<file path="src/hw/anpr_params.svh">
// Constants for the auto-negotiation next page register bank.
// What this block does
// - Outgoing bit 15 writable, reset 0; 1 means more next pages follow.
// - Outgoing bit 13 writable, reset 1; selects message code or user data.
// - Outgoing bit 12 writable acknowledge-two flag, reset 0.
// - Outgoing bit 11 writable toggle bit, reset 0.
// - Outgoing bits 10:0 writable code field, reset to 1.
// - Received word read-only, resets to zero; bit 15 is partner more-pages.
// - Received bit 14 shows partner acknowledge of local code word.
// - Received bit 13 shows partner message page select.
// - Received bit 12 shows partner acknowledge-two.
// - Received bit 11 shows partner toggle bit.
// - Received bits 10:0 hold partner code field, reset zero.
// - Addresses 16-20, 26, 30 decode to product registers; others except 6-8 reserved.
// - New next page loads received word and sets latching flag, cleared on read.
`ifndef ANPR_PARAMS_SVH
`define ANPR_PARAMS_SVH
// ----------------------------------------------------------------
// Addresses
// ----------------------------------------------------------------
`define ANPR_ADDR_EXPANSION 5'h06
`define ANPR_ADDR_PAGE_TX 5'h07
`define ANPR_ADDR_PAGE_RX 5'h08
`define ANPR_ADDR_PORT_CFG 5'h10
`define ANPR_ADDR_STATUS2 5'h11
`define ANPR_ADDR_INT_EN 5'h12
`define ANPR_ADDR_STAT_CHG 5'h13
`define ANPR_ADDR_LED_CFG 5'h14
`define ANPR_ADDR_DIG_CFG 5'h1A
`define ANPR_ADDR_TX_CTRL 5'h1E
// ----------------------------------------------------------------
// Fields and reset values
// ----------------------------------------------------------------
`define ANPR_BIT_MORE 15
`define ANPR_BIT_RSVD 14
`define ANPR_BIT_MSG 13
`define ANPR_BIT_ACK_TWO 12
`define ANPR_BIT_TOG 11
`define ANPR_CODE_MSB 10
`define ANPR_TX_RESET 16'h2001
`define ANPR_RX_RESET 16'h0000
`define ANPR_TX_WMASK 16'hBFFF
`define ANPR_PAGE_RX_BIT 1
`endif

</file>
<file path="src/hw/anpr_pkg.sv">
// Types for the auto-negotiation next page register bank.
package anpr_pkg;
   typedef enum logic [3:0] {
      ANPR_SEL_NONE = 4'h0,
      ANPR_SEL_TX = 4'h1,
      ANPR_SEL_RX = 4'h2,
      ANPR_SEL_PS = 4'h3,
      ANPR_SEL_EXP = 4'h4
   } anpr_sel_type;
endpackage

</file>
<file path="src/hw/anpr_dec_if.sv">
// Carrier between the top and the address decoder.
`timescale 1ns/1ps
`default_nettype none
interface anpr_dec_if;
   logic [4:0] addr;
   anpr_pkg::anpr_sel_type sel;
   logic [2:0] ps_index;
   modport top (output addr, input sel, input ps_index);
   modport dec (input addr, output sel, output ps_index);
endinterface
`default_nettype wire

</file>
<file path="src/hw/anpr_decode.sv">
// Register address decoder for the next page bank and product-specific map.
`timescale 1ns/1ps
`default_nettype none
`include "anpr_params.svh"
module anpr_decode (
   anpr_dec_if.dec bus // Address in, selection out.
);
   // ----------------------------------------------------------------
   // Decode
   // ----------------------------------------------------------------
   wire logic is_ps;
   assign is_ps = (bus.addr == `ANPR_ADDR_PORT_CFG) || (bus.addr == `ANPR_ADDR_STATUS2)
      || (bus.addr == `ANPR_ADDR_INT_EN) || (bus.addr == `ANPR_ADDR_STAT_CHG)
      || (bus.addr == `ANPR_ADDR_LED_CFG) || (bus.addr == `ANPR_ADDR_DIG_CFG)
      || (bus.addr == `ANPR_ADDR_TX_CTRL);
   assign bus.sel = (bus.addr == `ANPR_ADDR_PAGE_TX) ? anpr_pkg::ANPR_SEL_TX :
      (bus.addr == `ANPR_ADDR_PAGE_RX) ? anpr_pkg::ANPR_SEL_RX :
      (bus.addr == `ANPR_ADDR_EXPANSION) ? anpr_pkg::ANPR_SEL_EXP :
      is_ps ? anpr_pkg::ANPR_SEL_PS : anpr_pkg::ANPR_SEL_NONE;
   // Index 0..6 in table order; reserved addresses give 7.
   assign bus.ps_index = (bus.addr == `ANPR_ADDR_PORT_CFG) ? 3'h0 :
      (bus.addr == `ANPR_ADDR_STATUS2) ? 3'h1 :
      (bus.addr == `ANPR_ADDR_INT_EN) ? 3'h2 :
      (bus.addr == `ANPR_ADDR_STAT_CHG) ? 3'h3 :
      (bus.addr == `ANPR_ADDR_LED_CFG) ? 3'h4 :
      (bus.addr == `ANPR_ADDR_DIG_CFG) ? 3'h5 :
      (bus.addr == `ANPR_ADDR_TX_CTRL) ? 3'h6 : 3'h7;
endmodule // anpr_decode
`default_nettype wire

</file>
<file path="src/hw/anpr_regs.sv">
// Auto-negotiation next page transmit and receive registers with address decode.
`timescale 1ns/1ps
`default_nettype none
`include "anpr_params.svh"
module anpr_regs (
   input wire logic i_clock, // Management clock, 25 MHz.
   input wire logic i_rstn, // Asynchronous reset, active low.
   input wire logic [4:0] i_reg_addr, // Register address from serial interface.
   input wire logic i_reg_wr, // One-cycle write strobe.
   input wire logic i_reg_rd, // One-cycle read strobe.
   input wire logic [15:0] i_reg_wdata, // Write data.
   output logic [15:0] o_reg_rdata, // Read data, registered.
   output logic o_ps_wr, // Write strobe to a product-specific register.
   output logic o_ps_rd, // Read strobe to a product-specific register.
   output logic [2:0] o_ps_index, // Product-specific register index.
   input wire logic [15:0] i_ps_rdata, // Product-specific read data.
   input wire logic i_page_rx_valid, // One-cycle pulse: partner next page arrived.
   input wire logic [15:0] i_page_rx_word, // Partner link code word.
   input wire logic i_page_tx_taken, // One-cycle pulse: arbiter sent the outgoing word.
   output logic [15:0] o_page_tx_word, // Outgoing link code word, registered.
   output logic o_page_tx_ready, // Outgoing word written since last send.
   output logic o_page_received // Latching page-received flag.
);
   // ----------------------------------------------------------------
   // Decode
   // ----------------------------------------------------------------
   anpr_dec_if dec ();
   assign dec.addr = i_reg_addr;
   anpr_decode u_decode (
      .bus (dec)
   );
   wire logic wr_tx;
   wire logic rd_rx_sel;
   wire logic rd_exp;
   assign wr_tx = i_reg_wr && (dec.sel == anpr_pkg::ANPR_SEL_TX);
   assign rd_exp = i_reg_rd && (dec.sel == anpr_pkg::ANPR_SEL_EXP);
   assign rd_rx_sel = (dec.sel == anpr_pkg::ANPR_SEL_RX);
   assign o_ps_wr = i_reg_wr && (dec.sel == anpr_pkg::ANPR_SEL_PS);
   assign o_ps_rd = i_reg_rd && (dec.sel == anpr_pkg::ANPR_SEL_PS);
   assign o_ps_index = dec.ps_index;
   // ----------------------------------------------------------------
   // Outgoing next page word
   // ----------------------------------------------------------------
   // Bit 14 is masked off so it can never be stored and always reads 0.
   logic [15:0] tx_r;
   logic [15:0] tx_nxt;
   assign tx_nxt = wr_tx ? (i_reg_wdata & `ANPR_TX_WMASK) : tx_r;
   always_ff @(posedge i_clock or negedge i_rstn) begin
      if (!i_rstn) begin
         tx_r <= `ANPR_TX_RESET;
      end else begin
         tx_r <= tx_nxt;
      end
   end
   assign o_page_tx_word = tx_r;
   // A fresh write arms the word; a send disarms it. A write in the send cycle wins.
   logic ready_r;
   always_ff @(posedge i_clock or negedge i_rstn) begin
      if (!i_rstn) begin
         ready_r <= 1'b0;
      end else if (wr_tx) begin
         ready_r <= 1'b1;
      end else if (i_page_tx_taken) begin
         ready_r <= 1'b0;
      end
   end
   assign o_page_tx_ready = ready_r;
   // ----------------------------------------------------------------
   // Received next page word and page-received flag
   // ----------------------------------------------------------------
   logic [15:0] rx_r;
   always_ff @(posedge i_clock or negedge i_rstn) begin
      if (!i_rstn) begin
         rx_r <= `ANPR_RX_RESET;
      end else if (i_page_rx_valid) begin
         rx_r <= i_page_rx_word;
      end
   end
   // Arrival in the reading cycle keeps the flag set, so no page is missed.
   logic flag_r;
   always_ff @(posedge i_clock or negedge i_rstn) begin
      if (!i_rstn) begin
         flag_r <= 1'b0;
      end else if (i_page_rx_valid) begin
         flag_r <= 1'b1;
      end else if (rd_exp) begin
         flag_r <= 1'b0;
      end
   end
   assign o_page_received = flag_r;
   // ----------------------------------------------------------------
   // Read path
   // ----------------------------------------------------------------
   wire logic [15:0] exp_word;
   wire logic [15:0] rd_mux;
   assign exp_word = {14'h0000, flag_r, 1'b0};
   assign rd_mux = (dec.sel == anpr_pkg::ANPR_SEL_TX) ? tx_r :
      rd_rx_sel ? rx_r :
      (dec.sel == anpr_pkg::ANPR_SEL_EXP) ? exp_word :
      (dec.sel == anpr_pkg::ANPR_SEL_PS) ? i_ps_rdata : 16'h0000;
   logic [15:0] rdata_r;
   always_ff @(posedge i_clock or negedge i_rstn) begin
      if (!i_rstn) begin
         rdata_r <= 16'h0000;
      end else if (i_reg_rd) begin
         rdata_r <= rd_mux;
      end
   end
   assign o_reg_rdata = rdata_r;
   // ----------------------------------------------------------------
   // Checks
   // ----------------------------------------------------------------
   a_tx_rsvd_zero: assert property (@(posedge i_clock) disable iff (!i_rstn)
      tx_r[`ANPR_BIT_RSVD] == 1'b0) else $error("reserved outgoing bit set");
   a_tx_write_load: assert property (@(posedge i_clock) disable iff (!i_rstn)
      wr_tx |=> (o_page_tx_word == ($past(i_reg_wdata) & `ANPR_TX_WMASK)))
      else $error("outgoing word not loaded");
   a_tx_hold: assert property (@(posedge i_clock) disable iff (!i_rstn)
      !wr_tx |=> $stable(o_page_tx_word)) else $error("outgoing word changed");
   a_rx_capture: assert property (@(posedge i_clock) disable iff (!i_rstn)
      i_page_rx_valid |=> (rx_r == $past(i_page_rx_word)))
      else $error("page not captured");
   a_rx_hold: assert property (@(posedge i_clock) disable iff (!i_rstn)
      !i_page_rx_valid |=> $stable(rx_r)) else $error("received word changed");
   a_flag_set: assert property (@(posedge i_clock) disable iff (!i_rstn)
      i_page_rx_valid |=> o_page_received) else $error("flag not set");
   a_flag_clear: assert property (@(posedge i_clock) disable iff (!i_rstn)
      (rd_exp && !i_page_rx_valid) |=> !o_page_received) else $error("flag not cleared");
   a_ready_arm: assert property (@(posedge i_clock) disable iff (!i_rstn)
      wr_tx |=> o_page_tx_ready) else $error("not armed");
   a_ready_drop: assert property (@(posedge i_clock) disable iff (!i_rstn)
      (i_page_tx_taken && !wr_tx) |=> !o_page_tx_ready) else $error("not disarmed");
   a_rsvd_read: assert property (@(posedge i_clock) disable iff (!i_rstn)
      (i_reg_rd && dec.sel == anpr_pkg::ANPR_SEL_NONE) |=> (o_reg_rdata == 16'h0000))
      else $error("reserved read not zero");
   a_ps_decode: assert property (@(posedge i_clock) disable iff (!i_rstn)
      (i_reg_addr == 5'h1A) |-> (o_ps_index == 3'h5)) else $error("bad decode");
endmodule // anpr_regs
`default_nettype wire

</file>
<file path="config.mk">
export PLATFORM = sky130hd
export DESIGN_NAME = anpr_regs
export DESIGN_NICKNAME = d
export VERILOG_FILES = /design/src/hw/anpr_pkg.sv /design/src/hw/anpr_dec_if.sv /design/src/hw/anpr_decode.sv /design/src/hw/anpr_regs.sv
export VERILOG_INCLUDE_DIRS = /design/src /design/src/hw
export SDC_FILE = /design/constraint.sdc
export NUM_CORES = 1
export LEC_CHECK = 0
export BUFFER_PORTS_ARGS = -buffer_cell sky130_fd_sc_hd__buf_2
export CORE_MARGIN = 2
export CORE_UTILIZATION = 51
export DETAILED_ROUTE_END_ITERATION = 10
export PLACE_DENSITY = 0.85
export SLEW_MARGIN = 10
export SYNTH_ARGS = -nofsm -noshare
export SYNTH_HDL_FRONTEND = slang
export SYNTH_SLANG_ARGS = --single-unit
export TNS_END_PERCENT = 100
</file>
<file path="constraint.sdc">
create_clock -name i_clock -period 3.35 [get_ports i_clock]
set_input_delay 0.67 -clock i_clock [delete_from_list [all_inputs] [get_ports i_clock]]
set_output_delay 0.67 -clock i_clock [all_outputs]
set_load 0.005 [all_outputs]
</file>
==> results.cfg <==
[synth]
ys_ff_latch = 49
ys_seq_area_share_pct = 54.4
yosysTopAreaCellShare_pct = 52.0
ys_warn_count = 0
syn_inst = 182
syn_area_per_cell_um2 = 12.4
syn_nets = 241
netlist-cell-type-count = 33
synth_area_mm2 = 0.00226
synth_top_area_cell = dfrtp_1
synthTopCellsByArea = dfrtp_1, mux2_1, mux2_4

[critical_path]
crit_path_start = i_reg_addr[0]
cp.required_ns = 2.68
worstPathArrival_ns = 1.92
r2r_start = rx_r[0]
crit_path_max_fanout = 10
critPathKind = primary input to output port
startpoint_type = primary input
reg2reg_depth = 2
rrSetupSlack_ns = 2.29
endpoint_kind = output port

[detailed_routing]
ant_nets = 0
route.detailed.drc = 0
finalWirelength_um = 5410
routedWlPerCell_um = 16.4
drt_first_pass_iters = 4
initialDrtViolationCount = 134
num_vias = 1828
vias_per_cell = 5.56

[power_and_ir_drop]
leakagePower_nw = 1.43
worst_ir_drop_vdd_v = 0.000286
p_per_area_mw_per_mm2 = 462

[timing]
worst_hold_slack_ns = 0.500
setup_tns_ns = 0
final_max_slew_viol_count = 0
finalSetupViolations = 0
period_minus_slack_ns = 2.59
finalCritPeriodShare_pct = 77.2
final-hold-violation-count = 0
fin_skew_ns = 0.0117
fmax_mhz = 387
relSlewSlack_pct = 27.6
worst_pin_slew_ns = 1.09
grt_setup_unrepaired = no

[clocking]
ctsResizeCount = 0
cts_setup_buffers = 0
cts.sinks = 49
clk_pin_slew_ns = 0.09
clockBufferDepth = 2
cts_tree = yes
numCtsBuffers = 5
clock-root-buffer = clkbuf_8
htreeDepth = 2
ctsHoldBuffers = 0
clock_latency_ns = 0.30

[global_routing]
grtUsageTotal_pct = 22.5
grt_pass1_wl_um = 8670
grt_max_degree = 50
grt_pass1_vias = 1830
grt_overflow_total = 0
antenna_found_initial = 0

[finish]
area_delta_synth_final_pct = 27.4
drive_above_1_share_pct = 46.6
sequential_cell_area_mm2 = 0.00123
final_common_cell = buf_2
multi_input_area_um2 = 918
layout_common_cells = buf_2, dfrtp_1, o21ai_1
diodes = 0
n_fill_cell = 356
final_nets = 335

[floorplanning]
die_w_um = 70.6
die_h_um = 70.6
io_pins = 98
coreArea_mm2 = 0.00432
die-area_mm2 = 0.00498
core.rowCount = 24
start_util_pct = 52.3

[worst_hold_path]
min_path_cells = 1
holdCritPathClass = flop to flop
hold_path_startpoint = rx_r[10]

[status]
status = finished clean

[place]
dpl.hpwl_um = 3790
portBuffers = 95
place.gp.congestion = 0.832

[job]
max-cap-violations = 0
==> cells by family (layout without fill, tap and decap cells) <==
group / count (synthesis) / count (layout) / share of synthesized area (%)
AO/OA/AOI/OAI: 52 / 52 / 16.2
XOR/XNOR: 1 / 1 / 0.388
buffers and inverters: 28 / 123 / 5.37
flip-flops: 49 / 49 / 54.4
multiplexers: 31 / 31 / 16.9
other: 1 / 1 / 0.166
AND/OR/NAND/NOR: 20 / 20 / 6.53
==> state kept, by name, summed over array words and instances (netlist names) <==
name             flops
o_reg_rdata         16
rx_r                16
o_page_tx_word      15
o_page_received      1
o_page_tx_ready      1
==> layer usage <==
| metal | global-route usage [%] | part of all wire, % |
|---|---|---|
| met5 | 0 | 0 |
| met4 | 8.39 | 1.8 |
| met1 | 29.1 | 40 |
| met3 | 4.56 | 6.6 |
| met2 | 37.7 | 51 |
==> path summary, 6_finish.rpt <==
path,to
setup / recovery,o_ps_rd
hold / removal,rx_r[10]
setup reg to reg,o_reg_rdata[0]
hold reg to reg,rx_r[10]
max in group asynchronous,o_reg_rdata[1]
min in group asynchronous,o_page_tx_word[11]
==> synthesized netlist by cell type, drive strengths merged <==
cell,number
inv,16
buf,6
nor2,1
o22ai,14
and2,2
nand2b,3
nor2b,3
nor4b,1
or3,2
or4b,1
xnor2,1
a221oi,16
dfstp,2
mux2,31
nor4,2
conb,1
or2,1
a31oi,1
a21o,1
o21ai,17
clkbuf,6
nand2,4
dfrtp,47
o31ai,1
a211oi,1
a22oi,1
==> critical path, stage by stage <==
cell and delay, ns:
buf_2 0.15, nand2b_1 0.21, a221oi_4 0.55, and2_1 0.21, buf_2 0.12
==> through the flow <==
step | utilization [%] | cell area [um^2] | setup WS (ns) | instances | power [mW]
finish | 66.6 | 2880 | 0.763 | 329 | 1.33
global route | 66.6 | 2880 | 0.703 | 329 | 1.40
CTS | 66.6 | 2880 | 0.764 | 329 | 1.34
detailed placement | 64.2 | 2780 | 0.774 | 321 | 0.969
global placement | 64.2 | 2780 | 0.849 | 321 | 0.957
floorplan | - | 2260 | 0.969 | 182 | 0.839
==> power by group <==
part           internal (mW)  switching [mW]  leakage, nW  total, mW
Clock                  0.187           0.187       0.0542      0.374
Combinational          0.137           0.108        0.768      0.245
Sequential             0.666          0.0450        0.610      0.711
Total                  0.990           0.340         1.43       1.33
==> final cells by class <==
cell class	instances	share of cell area, %
clock inverters	1	0.174
flip-flops and latches	49	42.7
well taps	52	2.26
repair buffers	99	17.6
inverters	16	2.09
clock buffers	7	3.35
multi-input cells	105	31.9
Power figures use the tool's default switching activity.
